--- config.mk ---
export PLATFORM = sky130hd
export DESIGN_NAME = rshl_top
export DESIGN_NICKNAME = d
export VERILOG_FILES = /design/src/rtl/rshl_pkg.sv /design/src/rtl/rshl_core_if.sv /design/src/rtl/rshl_top.sv /design/src/rtl/rshl_pos_counter.sv /design/src/rtl/rshl_home_detect.sv
export VERILOG_INCLUDE_DIRS = /design/src /design/src/rtl
export SDC_FILE = /design/constraint.sdc
export NUM_CORES = 1
export LEC_CHECK = 0
export ABC_AREA = 0
export BUFFER_PORTS_ARGS = -buffer_cell sky130_fd_sc_hd__buf_2
export CAP_MARGIN = 20
export CORE_ASPECT_RATIO = 1.25
export CORE_MARGIN = 2
export CORE_UTILIZATION = 53
export CTS_CLUSTER_SIZE = 16
export DETAILED_ROUTE_END_ITERATION = 10
export GPL_TIMING_DRIVEN = 0
export PLACE_DENSITY = 0.71
export SETUP_SLACK_MARGIN = 0.2
export SLEW_MARGIN = 15
export SYNTH_ARGS = -nofsm -noshare
export SYNTH_HDL_FRONTEND = slang
export SYNTH_SLANG_ARGS = --single-unit
--- constraint.sdc ---
create_clock -name clk -period 6.3 [get_ports clk]
set_input_delay 0.63 -clock clk [delete_from_list [all_inputs] [get_ports clk]]
set_output_delay 0.63 -clock clk [all_outputs]
set_load 0.1 [all_outputs]
--- src/rtl/rshl_defines.svh ---
// register offsets, field positions and reset values of the reference switch block
`ifndef RSHL_DEFINES_SVH
`define RSHL_DEFINES_SVH
// register indexes, byte address is four times the index
`define RSHL_IDX_CONF 6'h01
`define RSHL_IDX_STATUS 6'h02
`define RSHL_IDX_MASK 6'h03
`define RSHL_IDX_TARGET 6'h04
`define RSHL_IDX_NEXT 6'h05
`define RSHL_IDX_RANGE 6'h06
`define RSHL_IDX_ACTUAL 6'h07
`define RSHL_IDX_LATCH 6'h08
`define RSHL_IDX_HOME 6'h09
`define RSHL_IDX_CTRL 6'h0A
// configuration fields
`define RSHL_B_POL_L 2
`define RSHL_B_POL_R 3
`define RSHL_B_LATCH_INACT_R 12
`define RSHL_B_LATCH_ACT_R 13
`define RSHL_B_LEFT_HOME 14
`define RSHL_B_RIGHT_HOME 15
`define RSHL_F_HOME_LO 16
`define RSHL_F_HOME_HI 19
`define RSHL_B_ARM 20
`define RSHL_B_POS_AT_TGT 21
`define RSHL_B_CIRC 22
// status and control fields
`define RSHL_ST_HOME 0
`define RSHL_ST_LATCH 1
`define RSHL_ST_TGT 2
`define RSHL_ST_W 3
`define RSHL_B_POS_MODE 0
// home trigger codes
`define RSHL_HM_INDEX 4'h0
`define RSHL_HM_HI_START 4'h2
`define RSHL_HM_HI_START2 4'h3
`define RSHL_HM_HI_END 4'h4
`define RSHL_HM_HI_MID 4'h6
`define RSHL_HM_LO_MID 4'h9
`define RSHL_HM_LO_START 4'hB
`define RSHL_HM_LO_END 4'hD
// reset values
`define RSHL_CONF_RST 32'h0000_0000
`define RSHL_WORD_RST 32'h0000_0000
`endif

--- src/rtl/rshl_pkg.sv ---
// types shared by the reference switch block
package rshl_pkg;
	typedef logic signed [31:0] rshl_pos_t;
	typedef enum logic {RSHL_IDLE, RSHL_RUN} rshl_motion_e;
	typedef enum logic [2:0] {RSHL_PL_NONE, RSHL_PL_INDEX, RSHL_PL_START, RSHL_PL_END, RSHL_PL_MID} rshl_place_e;
endpackage

--- src/rtl/rshl_core_if.sv ---
// position and home event signals between the block's modules
`timescale 1ns/1ns
interface rshl_core_if;
	import rshl_pkg::*;
	rshl_pos_t actualPosition;
	logic stepUp;
	logic stepDown;
	logic circularEn;
	rshl_pos_t circularRange;
	logic [3:0] homeMode;
	logic homeRefRaw;
	logic stopHome;
	logic indexPulse;
	logic homeEvent;
	rshl_pos_t eventPosition;
	modport counter(input stepUp, stepDown, circularEn, circularRange, output actualPosition);
	modport home(input actualPosition, homeMode, homeRefRaw, stopHome, indexPulse, output homeEvent, eventPosition);
	modport ctrl(output stepUp, stepDown, circularEn, circularRange, homeMode, homeRefRaw, stopHome, indexPulse,
		input actualPosition, homeEvent, eventPosition);
endinterface

--- src/rtl/rshl_top.sv ---
// reference switch, position latch and home capture block with apb registers
// Function
// [RULE_01] with its bit set, the actual position is latched when the right stop input goes inactive.
// [RULE_02] with its bit set, the actual position is latched when the right stop input becomes active.
// [RULE_03] with its bit set, the left stop input also serves as home reference.
// [RULE_04] with its bit set, the right stop input also serves as home reference.
// [RULE_05] home trigger code zero takes the next encoder index pulse as home event.
// [RULE_06] codes six and nine place home in the middle of the active range, high or low active.
// [RULE_07] codes eleven and thirteen use a low active reference and place home at range start or end.
// [RULE_08] when armed, the next home event stores the actual position as home and raises latch done.
// [RULE_09] clearing the latch done event disarms home capture automatically.
// [RULE_10] with the target bit clear in positioning mode, the ramp stops at the target.
// [RULE_11] with the target bit set, the next ramp starts at once on reaching the target.
// [RULE_12] without circular mode the position spans the full signed 32-bit range.
// [RULE_13] with circular mode the position stays within minus range up to range minus one.
// [RULE_14] the right stop polarity bit makes that input low active at zero and high active at one.
// [RULE_15] in circular mode the position wraps to the opposite end of the range.
//
// The APB register port was decided locally.
`timescale 1ns/1ns
`include "rshl_defines.svh"
module rshl_top
	import rshl_pkg::*;
(
	input wire logic clk,
	input wire logic rstn,
	input wire logic psel,
	input wire logic penable,
	input wire logic pwrite,
	input wire logic [7:0] paddr,
	input wire logic [31:0] pwdata,
	output logic [31:0] prdata,
	output logic pready,
	output logic pslverr,
	input wire logic leftStopInput,
	input wire logic rightStopInput,
	input wire logic homeRefInput,
	input wire logic encIndex,
	output logic irq
);
	// ----------------------------------------
	// declarations
	// ----------------------------------------
	logic [31:0] refConf;
	logic [`RSHL_ST_W-1:0] status;
	logic [`RSHL_ST_W-1:0] mask;
	logic [`RSHL_ST_W-1:0] setEv;
	logic [`RSHL_ST_W-1:0] clrEv;
	rshl_pos_t targetPosition;
	rshl_pos_t nextTarget;
	rshl_pos_t circularRange;
	rshl_pos_t latchPosition;
	rshl_pos_t homePosition;
	logic [31:0] control;
	rshl_motion_e motion;
	logic apbAccess;
	logic wrEn;
	logic [5:0] idx;
	logic [31:0] rdVal;
	logic rdHit;
	logic rightActive;
	logic rightPrev;
	logic rightRise;
	logic rightFall;
	logic leftActive;
	logic reached;
	logic moveUp;
	logic homeCapture;
	logic homeDoneCleared;
	logic continueRamp;

	rshl_core_if core();

	// ----------------------------------------
	// submodules
	// ----------------------------------------
	rshl_pos_counter u_counter (
		.clk(clk),
		.rstn(rstn),
		.core(core.counter)
	);

	rshl_home_detect u_home (
		.clk(clk),
		.rstn(rstn),
		.core(core.home)
	);

	assign core.circularEn = refConf[`RSHL_B_CIRC]; // RULE_12 RULE_13
	assign core.circularRange = circularRange;
	assign core.homeMode = refConf[`RSHL_F_HOME_HI:`RSHL_F_HOME_LO];
	assign core.homeRefRaw = homeRefInput;
	assign core.indexPulse = encIndex;
	assign core.stopHome = (refConf[`RSHL_B_LEFT_HOME] & leftActive) // RULE_03
		| (refConf[`RSHL_B_RIGHT_HOME] & rightActive); // RULE_04

	// ----------------------------------------
	// apb slave
	// ----------------------------------------
	// one wait state: read data is settled in a flop before pready
	assign apbAccess = psel & penable & ~pready;
	assign wrEn = psel & penable & pready & pwrite;
	assign idx = paddr[7:2];

	always_comb begin
		rdVal = 32'h0000_0000;
		rdHit = 1'b1;
		case (idx)
			`RSHL_IDX_CONF: rdVal = refConf;
			`RSHL_IDX_STATUS: rdVal = {29'h0000_0000, status};
			`RSHL_IDX_MASK: rdVal = {29'h0000_0000, mask};
			`RSHL_IDX_TARGET: rdVal = targetPosition;
			`RSHL_IDX_NEXT: rdVal = nextTarget;
			`RSHL_IDX_RANGE: rdVal = circularRange;
			`RSHL_IDX_ACTUAL: rdVal = core.actualPosition;
			`RSHL_IDX_LATCH: rdVal = latchPosition;
			`RSHL_IDX_HOME: rdVal = homePosition;
			`RSHL_IDX_CTRL: rdVal = control;
			default: rdHit = 1'b0;
		endcase
	end

	always_ff @(posedge clk or negedge rstn) begin
		if (!rstn) pready <= 1'b0;
		else pready <= apbAccess;
	end

	always_ff @(posedge clk or negedge rstn) begin
		if (!rstn) begin
			prdata <= 32'h0000_0000;
			pslverr <= 1'b0;
		end else if (apbAccess) begin
			prdata <= pwrite ? 32'h0000_0000 : rdVal;
			pslverr <= ~rdHit;
		end
	end

	// ----------------------------------------
	// configuration and plain registers
	// ----------------------------------------
	assign homeDoneCleared = status[`RSHL_ST_HOME] & clrEv[`RSHL_ST_HOME] & ~setEv[`RSHL_ST_HOME];

	always_ff @(posedge clk or negedge rstn) begin
		if (!rstn) begin
			refConf <= `RSHL_CONF_RST;
		end else begin
			if (wrEn && idx == `RSHL_IDX_CONF) refConf <= pwdata;
			// disarm wins over a concurrent write of the arm bit
			if (homeDoneCleared) refConf[`RSHL_B_ARM] <= 1'b0; // RULE_09
		end
	end

	always_ff @(posedge clk or negedge rstn) begin
		if (!rstn) begin
			mask <= `RSHL_ST_W'(`RSHL_WORD_RST);
			nextTarget <= `RSHL_WORD_RST;
			circularRange <= `RSHL_WORD_RST;
			control <= `RSHL_WORD_RST;
		end else if (wrEn) begin
			case (idx)
				`RSHL_IDX_MASK: mask <= pwdata[`RSHL_ST_W-1:0];
				`RSHL_IDX_NEXT: nextTarget <= pwdata;
				`RSHL_IDX_RANGE: circularRange <= pwdata;
				`RSHL_IDX_CTRL: control <= pwdata;
				default: mask <= mask;
			endcase
		end
	end

	// ----------------------------------------
	// stop switch edges and position latch
	// ----------------------------------------
	assign rightActive = refConf[`RSHL_B_POL_R] ? rightStopInput : ~rightStopInput; // RULE_14
	assign leftActive = refConf[`RSHL_B_POL_L] ? leftStopInput : ~leftStopInput;
	assign rightRise = rightActive & ~rightPrev;
	assign rightFall = ~rightActive & rightPrev;

	always_ff @(posedge clk or negedge rstn) begin
		if (!rstn) rightPrev <= 1'b0;
		else rightPrev <= rightActive;
	end

	always_ff @(posedge clk or negedge rstn) begin
		if (!rstn) begin
			latchPosition <= `RSHL_WORD_RST;
		end else if ((rightFall && refConf[`RSHL_B_LATCH_INACT_R]) // RULE_01
			|| (rightRise && refConf[`RSHL_B_LATCH_ACT_R])) begin // RULE_02
			latchPosition <= core.actualPosition;
		end
	end

	// ----------------------------------------
	// home capture
	// ----------------------------------------
	// only the first event after arming is kept until software clears it
	assign homeCapture = core.homeEvent & refConf[`RSHL_B_ARM] & ~status[`RSHL_ST_HOME]; // RULE_08

	always_ff @(posedge clk or negedge rstn) begin
		if (!rstn) homePosition <= `RSHL_WORD_RST;
		else if (homeCapture) homePosition <= core.eventPosition; // RULE_08
	end

	// ----------------------------------------
	// positioning ramp
	// ----------------------------------------
	// unit step per clock; no wrap-aware shortest path in circular mode
	assign reached = core.actualPosition == targetPosition;
	assign moveUp = core.actualPosition < targetPosition;
	assign core.stepUp = (motion == RSHL_RUN) & ~reached & moveUp;
	assign core.stepDown = (motion == RSHL_RUN) & ~reached & ~moveUp;
	assign continueRamp = refConf[`RSHL_B_POS_AT_TGT] & (nextTarget != core.actualPosition);

	always_ff @(posedge clk or negedge rstn) begin
		if (!rstn) begin
			motion <= RSHL_IDLE;
		end else begin
			case (motion)
				RSHL_IDLE: if (control[`RSHL_B_POS_MODE] && !reached) motion <= RSHL_RUN;
				RSHL_RUN: begin
					if (!control[`RSHL_B_POS_MODE]) motion <= RSHL_IDLE;
					else if (reached && !continueRamp) motion <= RSHL_IDLE; // RULE_10
				end
				default: motion <= RSHL_IDLE;
			endcase
		end
	end

	always_ff @(posedge clk or negedge rstn) begin
		if (!rstn) begin
			targetPosition <= `RSHL_WORD_RST;
		end else if (motion == RSHL_RUN && reached && control[`RSHL_B_POS_MODE] && continueRamp) begin
			targetPosition <= nextTarget; // RULE_11
		end else if (wrEn && idx == `RSHL_IDX_TARGET) begin
			targetPosition <= pwdata;
		end
	end

	// ----------------------------------------
	// events and interrupt
	// ----------------------------------------
	always_comb begin
		setEv = '0;
		setEv[`RSHL_ST_HOME] = homeCapture; // RULE_08
		setEv[`RSHL_ST_LATCH] = (rightFall & refConf[`RSHL_B_LATCH_INACT_R])
			| (rightRise & refConf[`RSHL_B_LATCH_ACT_R]);
		setEv[`RSHL_ST_TGT] = (motion == RSHL_RUN) & reached;
		clrEv = (wrEn && idx == `RSHL_IDX_STATUS) ? pwdata[`RSHL_ST_W-1:0] : '0;
	end

	// set wins over a write-one-to-clear in the same cycle
	always_ff @(posedge clk or negedge rstn) begin
		if (!rstn) status <= '0;
		else status <= (status & ~clrEv) | setEv;
	end

	always_ff @(posedge clk or negedge rstn) begin
		if (!rstn) irq <= 1'b0;
		else irq <= |(((status & ~clrEv) | setEv) & mask);
	end
endmodule // rshl_top

--- src/rtl/rshl_pos_counter.sv ---
// actual position counter with optional circular range
`timescale 1ns/1ns
`include "rshl_defines.svh"
module rshl_pos_counter
	import rshl_pkg::*;
(
	input wire logic clk,
	input wire logic rstn,
	rshl_core_if.counter core
);
	rshl_pos_t rangeLow;
	rshl_pos_t rangeHigh;
	assign rangeLow = 32'sh0000_0000 - core.circularRange;
	assign rangeHigh = core.circularRange - 32'sh0000_0001;

	always_ff @(posedge clk or negedge rstn) begin
		if (!rstn) begin
			core.actualPosition <= `RSHL_WORD_RST;
		end else if (core.stepUp) begin
			if (core.circularEn && core.actualPosition >= rangeHigh)
				core.actualPosition <= rangeLow; // RULE_13 RULE_15
			else
				core.actualPosition <= core.actualPosition + 32'sh0000_0001; // RULE_12
		end else if (core.stepDown) begin
			if (core.circularEn && core.actualPosition <= rangeLow)
				core.actualPosition <= rangeHigh; // RULE_13 RULE_15
			else
				core.actualPosition <= core.actualPosition - 32'sh0000_0001; // RULE_12
		end
	end
endmodule // rshl_pos_counter

--- src/rtl/rshl_home_detect.sv ---
// home event detection from index pulse or home reference level
`timescale 1ns/1ns
`include "rshl_defines.svh"
module rshl_home_detect
	import rshl_pkg::*;
(
	input wire logic clk,
	input wire logic rstn,
	rshl_core_if.home core
);
	logic lowActive;
	logic refActive;
	logic prevActive;
	logic enterRange;
	logic leaveRange;
	rshl_place_e place;
	rshl_pos_t entryPosition;
	logic signed [32:0] midSum;

	always_comb begin
		lowActive = 1'b0;
		place = RSHL_PL_NONE;
		case (core.homeMode)
			`RSHL_HM_INDEX: place = RSHL_PL_INDEX; // RULE_05
			`RSHL_HM_HI_START, `RSHL_HM_HI_START2: place = RSHL_PL_START;
			`RSHL_HM_HI_END: place = RSHL_PL_END;
			`RSHL_HM_HI_MID: place = RSHL_PL_MID; // RULE_06
			`RSHL_HM_LO_MID: begin
				place = RSHL_PL_MID; // RULE_06
				lowActive = 1'b1;
			end
			`RSHL_HM_LO_START: begin
				place = RSHL_PL_START; // RULE_07
				lowActive = 1'b1;
			end
			`RSHL_HM_LO_END: begin
				place = RSHL_PL_END; // RULE_07
				lowActive = 1'b1;
			end
			default: place = RSHL_PL_NONE;
		endcase
	end

	// a stop switch acting as home joins the reference level
	assign refActive = (lowActive ? ~core.homeRefRaw : core.homeRefRaw) | core.stopHome;
	assign enterRange = refActive & ~prevActive;
	assign leaveRange = ~refActive & prevActive;
	assign midSum = {entryPosition[31], entryPosition} + {core.actualPosition[31], core.actualPosition};

	always_ff @(posedge clk or negedge rstn) begin
		if (!rstn) prevActive <= 1'b0;
		else prevActive <= refActive;
	end

	always_ff @(posedge clk or negedge rstn) begin
		if (!rstn) entryPosition <= `RSHL_WORD_RST;
		else if (enterRange) entryPosition <= core.actualPosition;
	end

	always_ff @(posedge clk or negedge rstn) begin
		if (!rstn) begin
			core.homeEvent <= 1'b0;
			core.eventPosition <= `RSHL_WORD_RST;
		end else begin
			core.homeEvent <= 1'b0;
			case (place)
				RSHL_PL_INDEX: if (core.indexPulse) begin
					core.homeEvent <= 1'b1; // RULE_05
					core.eventPosition <= core.actualPosition;
				end
				RSHL_PL_START: if (enterRange) begin
					core.homeEvent <= 1'b1; // RULE_07
					core.eventPosition <= core.actualPosition;
				end
				RSHL_PL_END: if (leaveRange) begin
					core.homeEvent <= 1'b1; // RULE_07
					core.eventPosition <= core.actualPosition;
				end
				// middle needs both ends, so it fires only on leaving the range
				RSHL_PL_MID: if (leaveRange) begin
					core.homeEvent <= 1'b1; // RULE_06
					core.eventPosition <= midSum[32:1];
				end
				default: core.homeEvent <= 1'b0;
			endcase
		end
	end
endmodule // rshl_home_detect

# Yosys cells after proc, flatten, opt, wreduce, memory -nomap -nowiden
# Cells that the tools add are included.
[totals] elab_cells=160 inputBits=49 reg_bits=365 output_inout_bits=35
[classes] reduce_logical=32 n_bitwise=42 n_mux=30 order_cmp=3 add_sub_neg=5 n_eq_ne=27
[ops] operator="$mux W32" n=11
[ops] operator="$pmux W32 S10" n=1
[ops] operator="$pmux W32 S4" n=1
[ops] operator="$sub A32 B2 Y32 const B" n=2
[ops] operator="$add A32 B32 Y33" n=1
[ops] operator="$add A32 B2 Y32 const B" n=1
[ops] operator="$eq A32 B32 Y1" n=1
[ops] operator="$ge A32 B32 Y1" n=1
[ops] operator="$le A32 B32 Y1" n=1
[ops] operator="$lt A32 B32 Y1" n=1
[ops] operator="$ne A32 B32 Y1" n=1
[ops] operator="$sub A1 B32 Y32 const A" n=1
[ops] operator="$eq A6 B3 Y1 const B" n=4
[ops] operator="$and A1 B1 Y1" n=21
[ops] operator="$mux W21" n=1
[ops] operator="$eq A6 B4 Y1 const B" n=3
[ops] operator="$not A1 Y1" n=14
[ops] operator="$eq A4 B4 Y1 const B" n=3
[ops] operator="$eq A6 B2 Y1 const B" n=2
[ops] operator="$logic_and A1 B1 Y1" n=12
[ops] operator="$mux W1" n=12
[ops] operator="$pmux W3 S4" n=1
[ops] operator="$reduce_or A10 Y1" n=1
[ops] operator="$reduce_or A3 Y1" n=3
[ops] operator="other kinds (23)" n=39

# Depth between registers and ports, before layout
[depth] ltp_word=10 ltp_mapped=20 mapped_depth_nobuf=17

# Modules after synthesis
# From an unflattened synthesis, not the netlist that was laid out.
[unflattened] hier_cells=2240 area_unflattened_um2=22816.9
[by_module_without_submodules] mod="rshl_top" area_each_um2=12848.6 n_inst=1 cells_per_inst=996 seq_area_each_um2=6681.4
[by_module_without_submodules] mod="rshl_pos_counter" area_each_um2=5431.5 n_inst=1 cells_per_inst=740 seq_area_each_um2=800.8
[by_module_without_submodules] mod="rshl_home_detect" area_each_um2=4536.9 n_inst=1 cells_per_inst=504 seq_area_each_um2=1651.6

# Least setup slack after synthesis
# No wires, ideal clock.
[synth_path] kind="register -> register" start="register circularRange[11]" end="register u_counter.core.actualPosition[15]" path_slack_ns=0.673 arrival_time_ns=5.531 period_less_slack_ns=5.627 t_required_ns=6.205 setup_time_ns=0.095 path_buffers=2 stages_incl_launch_ff=19 path_cell_list="dfrtp_1 or4_4 or4_4 or4_4 or4_4 nor3_2 xnor2_1 ha_1 nand4_1 nor4_1 nand2_1 or3_1 o21a_1 a21boi_1 clkbuf_1 buf_2 nand4b_1 o311ai_0 o31ai_1"
[synth_via] elab_chain_len=6 elab_cells_between_ends=10 cone_classes="2 x add/sub; 2 x order compare; 4 x mux; 2 x reduce/logical"
[synth_rtl] element="start: declaration" line="rshl_top.sv:51" source="rshl_pos_t circularRange;"
[synth_rtl] element="start signal: assignment" line="rshl_top.sv:157" source="circularRange <= `RSHL_WORD_RST;"
[synth_rtl] element="start signal: assignment" line="rshl_top.sv:163" source="`RSHL_IDX_RANGE: circularRange <= pwdata;"
[synth_rtl] element="$sub A1 B32 Y32" line="rshl_pos_counter.sv:13" source="assign rangeLow = 32'sh0000_0000 - core.circularRange;"
[synth_rtl] element="$le A32 B32 Y1" line="rshl_pos_counter.sv:25" source="if (core.circularEn && core.actualPosition <= rangeLow)"
[synth_rtl] element="$logic_and A1 B1 Y1" line="rshl_pos_counter.sv:25"
[synth_rtl] element="$mux W32" line="rshl_pos_counter.sv:25"
[synth_rtl] element="$mux W32" line="rshl_pos_counter.sv:24" source="end else if (core.stepDown) begin"
[synth_rtl] element="$mux W32 (*)" line="rshl_pos_counter.sv:19" source="end else if (core.stepUp) begin"
[synth_rtl] element="end signal: assignment" line="rshl_pos_counter.sv:18" source="core.actualPosition <= `RSHL_WORD_RST;"
[synth_rtl] element="end signal: assignment" line="rshl_pos_counter.sv:21" source="core.actualPosition <= rangeLow;"
[synth_rtl] element="end signal: assignment" line="rshl_pos_counter.sv:26" source="core.actualPosition <= rangeHigh;"
[synth_rtl] element="end: declaration" line="rshl_core_if.sv:16" source="modport counter(input stepUp, stepDown, circularEn, circularRange, output actualPosition);"
# Every way passes the cells marked *; elsewhere a longest branch is shown, timed or not. The select of a mux whose other input is x is not followed.
# A chain may end at the register's enable or synchronous reset.

# Worst setup path in the final report
[layout_path] start="register circularRange[9]" end="register u_counter.core.actualPosition[16]"
# Same word-level chain as after synthesis.

==> results_dict.tcl <==
set metrics [dict create \
    timing.final.ws_setup_ns 0.300 \
    floorplan.rows 84 \
    finalNetCount 2542 \
    peakVddDrop_v 0.000205 \
    count_of_warnings_emitted_by_yosys 0 \
    critical_path.reg2reg.endpoint "u_counter.core.actualPosition[16]" \
    synthesis.instances 2231 \
    status "completed" \
    global_route.usage.total_pct 36.7 \
    dp_hpwl_um 61900 \
    worst_hold_path_type "in -> async" \
    timing.final.setup_violations 0 \
    p_leak_nw 12.4 \
    clock_tree_from_tritoncts "yes" \
    clk-insertion-delay-late_ns 0.56 \
    grt_first_pass_wirelength_um 120000 \
    r2r-start "circularRange[9]" \
    synth_async_sr_flop_share_pct 100 \
    timing.clock.skew_ns 0.0227 \
    cts-root-buf "sky130_fd_sc_hd__clkbuf_16" \
    yosys-top-cells-count "sky130_fd_sc_hd__dfrtp_1, sky130_fd_sc_hd__mux2_2, sky130_fd_sc_hd__a21oi_1" \
    dp_worst_setup_slack_ns -1.20 \
    drv.max_cap_violation_count 0 \
    worst-endpoint-arrival_ns 6.39 \
    netlist.top_cell.by_area "sky130_fd_sc_hd__dfrtp_1" \
    initial_utilization_pct 53.4 \
    synth.cell_area_sq_um 22400 \
    slew_headroom_pct 16.7 \
    tritoncts_num_sinks 365 \
    detail_route.vias_per_cell 6.58 \
    total_routed_wirelength_um 80900 \
    regToRegSetupSlack_ns 0.30 \
    ys_ff_latch 365 \
    element_type_at_the_critical_path_end "flip-flop" \
    vias 19420 \
    tightestPinTransition_ns 1.24 \
    grt_max_degree 105 \
    worst-setup-path-type "reg -> reg" \
    drt_pre_antenna_iters 6 \
    io_buffer_count 81 \
    dieArea_sq_um 43900 \
    ys_top_cells_by_area "sky130_fd_sc_hd__dfrtp_1, sky130_fd_sc_hd__mux2_2, sky130_fd_sc_hd__ha_1" \
    proportion_of_netlist_area_held_by_the_largest_area_contributor_pct 40.8 \
    antenna_left 0 \
    routed_wire_length_per_instance_um 27.4 \
    final_area_sq_um 25000 \
    finalHoldViolations 0 \
    gp_congestion 1.01 \
    hold_slack_ns 0.127 \
    antenna_found_initial 1 \
    drc 0 \
    clock_tree.htree_level_count 2 \
    tritoncts.num_buffers 40 \
    cp_max_fo 10 \
    layout_min_cycle_time_ns 6.00 \
    grt_pass1_vias 19245 \
    area_growth_syn_to_layout_pct 11.8 \
    power_density_over_cell_area_nw_per_um2 271 \
    worstRegToRegCells 18 \
    critPathRequiredTime_ns 6.69 \
    clkTransAtPathRegs_ns 0.06 \
    netlist-cell-type-count 71 \
    floorplan.die.width_um 188 \
    start_kind "flip-flop" \
    number_of_enable_flip_flop_cells_after_synthesis 0 \
    drive_gt1_share_pct 17.7 \
    unrepaired_setup_endpoints_after_global_routing "true" \
    post_synth.cell_area_avg_sq_um 10.0 \
    placed_area_sq_um 23600 \
    nFillCells 3610 \
    timing.final.crit_share_pct 95.2 \
    synth.most_common_cell "sky130_fd_sc_hd__dfrtp_1" \
    synth_sequential_area_ratio_pct 40.8 \
    io_pins 84 \
    floorplan.die.height_um 234 \
    cts_max_path_buffers 3 \
    core-area_sq_um 41900 \
    initialDrtViolationCount 2017 \
    synthFlopType "sky130_fd_sc_hd__dfrtp_1" \
    mappedNetlistNets 2411 \
    grt.overflow.total 0 \
    final-max-slew-violation-count 0 \
    maxClockFrequency_ghz 0.167 \
    final.setup.tns_ns 0 \
]
[area by class of cell]
cell class / count / area (sq um) / share of cell area, %
Multi-Input combinational cell: 1643 / 12500 / 49.7
Inverter: 90 / 338 / 1.35
Sequential cell: 365 / 9130 / 36.5
Buffer: 133 / 571 / 2.28
Clock inverter: 14 / 154 / 0.615
Timing Repair Buffer: 89 / 559 / 2.23
Tap cell: 559 / 699 / 2.79
Antenna cell: 1 / 2.50 / 0.00999
Clock buffer: 56 / 1130 / 4.52
[cell usage in the layout (no fill, tap or decap), drive strengths merged, types with 18 or more instances in the layout]
cell | Yosys | final
nor2 | 133 | 133
dfrtp | 365 | 365
nor4 | 18 | 18
o211ai | 19 | 19
nand3 | 36 | 36
inv | 90 | 93
clkbuf | 118 | 171
a21oi | 151 | 151
nand2 | 141 | 141
nor3 | 43 | 43
buf | 14 | 106
xnor2 | 77 | 77
mux2 | 229 | 229
xor2 | 40 | 40
a21o | 40 | 40
mux2i | 75 | 75
a22o | 38 | 38
ha | 130 | 130
a22oi | 123 | 123
nand4 | 64 | 64
o21ai | 73 | 73
[flip-flops by register name, indices dropped and copies added (netlist names), 3 cells and up]
register and count:
refConf 32, u_home.core.eventPosition 32, u_home.entryPosition 32, nextTarget 32
prdata 32, latchPosition 32, control 32, mask 3
homePosition 32, status 3, circularRange 32, u_counter.core.actualPosition 32
targetPosition 32
[through the flow]
| stage | util, % | power [mW] | instances |
|---|---|---|---|
| after floorplan | - | 3.79 | 2231 |
| final | 59.7 | 6.80 | 2950 |
| after CTS | 59.6 | 6.77 | 2949 |
| after detailed placement | 56.4 | 4.41 | 2877 |
| after global placement | 56.0 | 4.35 | 2871 |
| after global routing | 59.7 | 7.06 | 2949 |
[worst max-delay path by stage]
stage / startpoint / endpoint / slack (ns) / cells past startpoint
2_1_floorplan: circularRange[11] / u_counter.core.actualPosition[15] / 0.67 / 18
3_3_place_gp: rstn / prdata[24] / -2.60 / 1
3_5_place_dp: circularRange[11] / u_counter.core.actualPosition[15] / -1.20 / 18
4_1_cts: circularRange[9] / u_counter.core.actualPosition[25] / 0.21 / 19
5_1_grt: circularRange[11] / u_counter.core.actualPosition[8] / 0.16 / 19
6_report: circularRange[9] / u_counter.core.actualPosition[16] / 0.30 / 18
[cell families (layout without fill, tap and decap cells)]
logic type	Yosys count	in the layout	synth area share [%]
AOI/OAI and AO/OA	547	547	16.3
xor gates and xnor gates	117	117	4.58
adders and majority gates	131	131	7.35
buffers and inverters	223	382	3.92
DFF	365	365	40.8
muxes	304	304	14.9
other	0	1	0
and+or+nand+nor	544	544	12.2
[what timing repair did]
item	4_1_cts	5_1_grt
gates resized for setup	17	14
setup buffers	2	0
endpoints found under the setup margin	32	32
endpoints found under the hold margin	0	0
hold buffers	0	0
pin swaps	1	1
[power by group]
group          internal [mW]  total (mW)  switching [mW]  leakage (nW)
clock network           1.34        2.35            1.01         0.628
logic                  0.662        1.77            1.11          6.92
registers               2.46        2.68           0.223          4.87
[metal layers]
metal / wire length (um) / GRT usage (%)
met4: 4680 / 19.5
met2: 37900 / 61.1
met5: 0 / 0
met3: 6380 / 5.85
met1: 32000 / 46.2
[critical path, cell delays in order, from the launching register on]
cell and delay, ns:
sky130_fd_sc_hd__dfrtp_1 0.48, sky130_fd_sc_hd__or4_4 0.54, sky130_fd_sc_hd__or4_4 0.54, sky130_fd_sc_hd__or4_4 0.59, sky130_fd_sc_hd__or4_4 0.52, sky130_fd_sc_hd__nor3_2 0.18
sky130_fd_sc_hd__xnor2_2 0.18, sky130_fd_sc_hd__inv_1 0.08, sky130_fd_sc_hd__ha_1 0.33, sky130_fd_sc_hd__nand4_1 0.21, sky130_fd_sc_hd__nor2_1 0.06, sky130_fd_sc_hd__a22o_1 0.21
sky130_fd_sc_hd__or4_1 0.49, sky130_fd_sc_hd__a32o_2 0.36, sky130_fd_sc_hd__nor3_2 0.29, sky130_fd_sc_hd__buf_2 0.33, sky130_fd_sc_hd__nand3_1 0.10, sky130_fd_sc_hd__a21oi_1 0.25
sky130_fd_sc_hd__a211oi_1 0.08
Power figures use the tool's default switching activity.
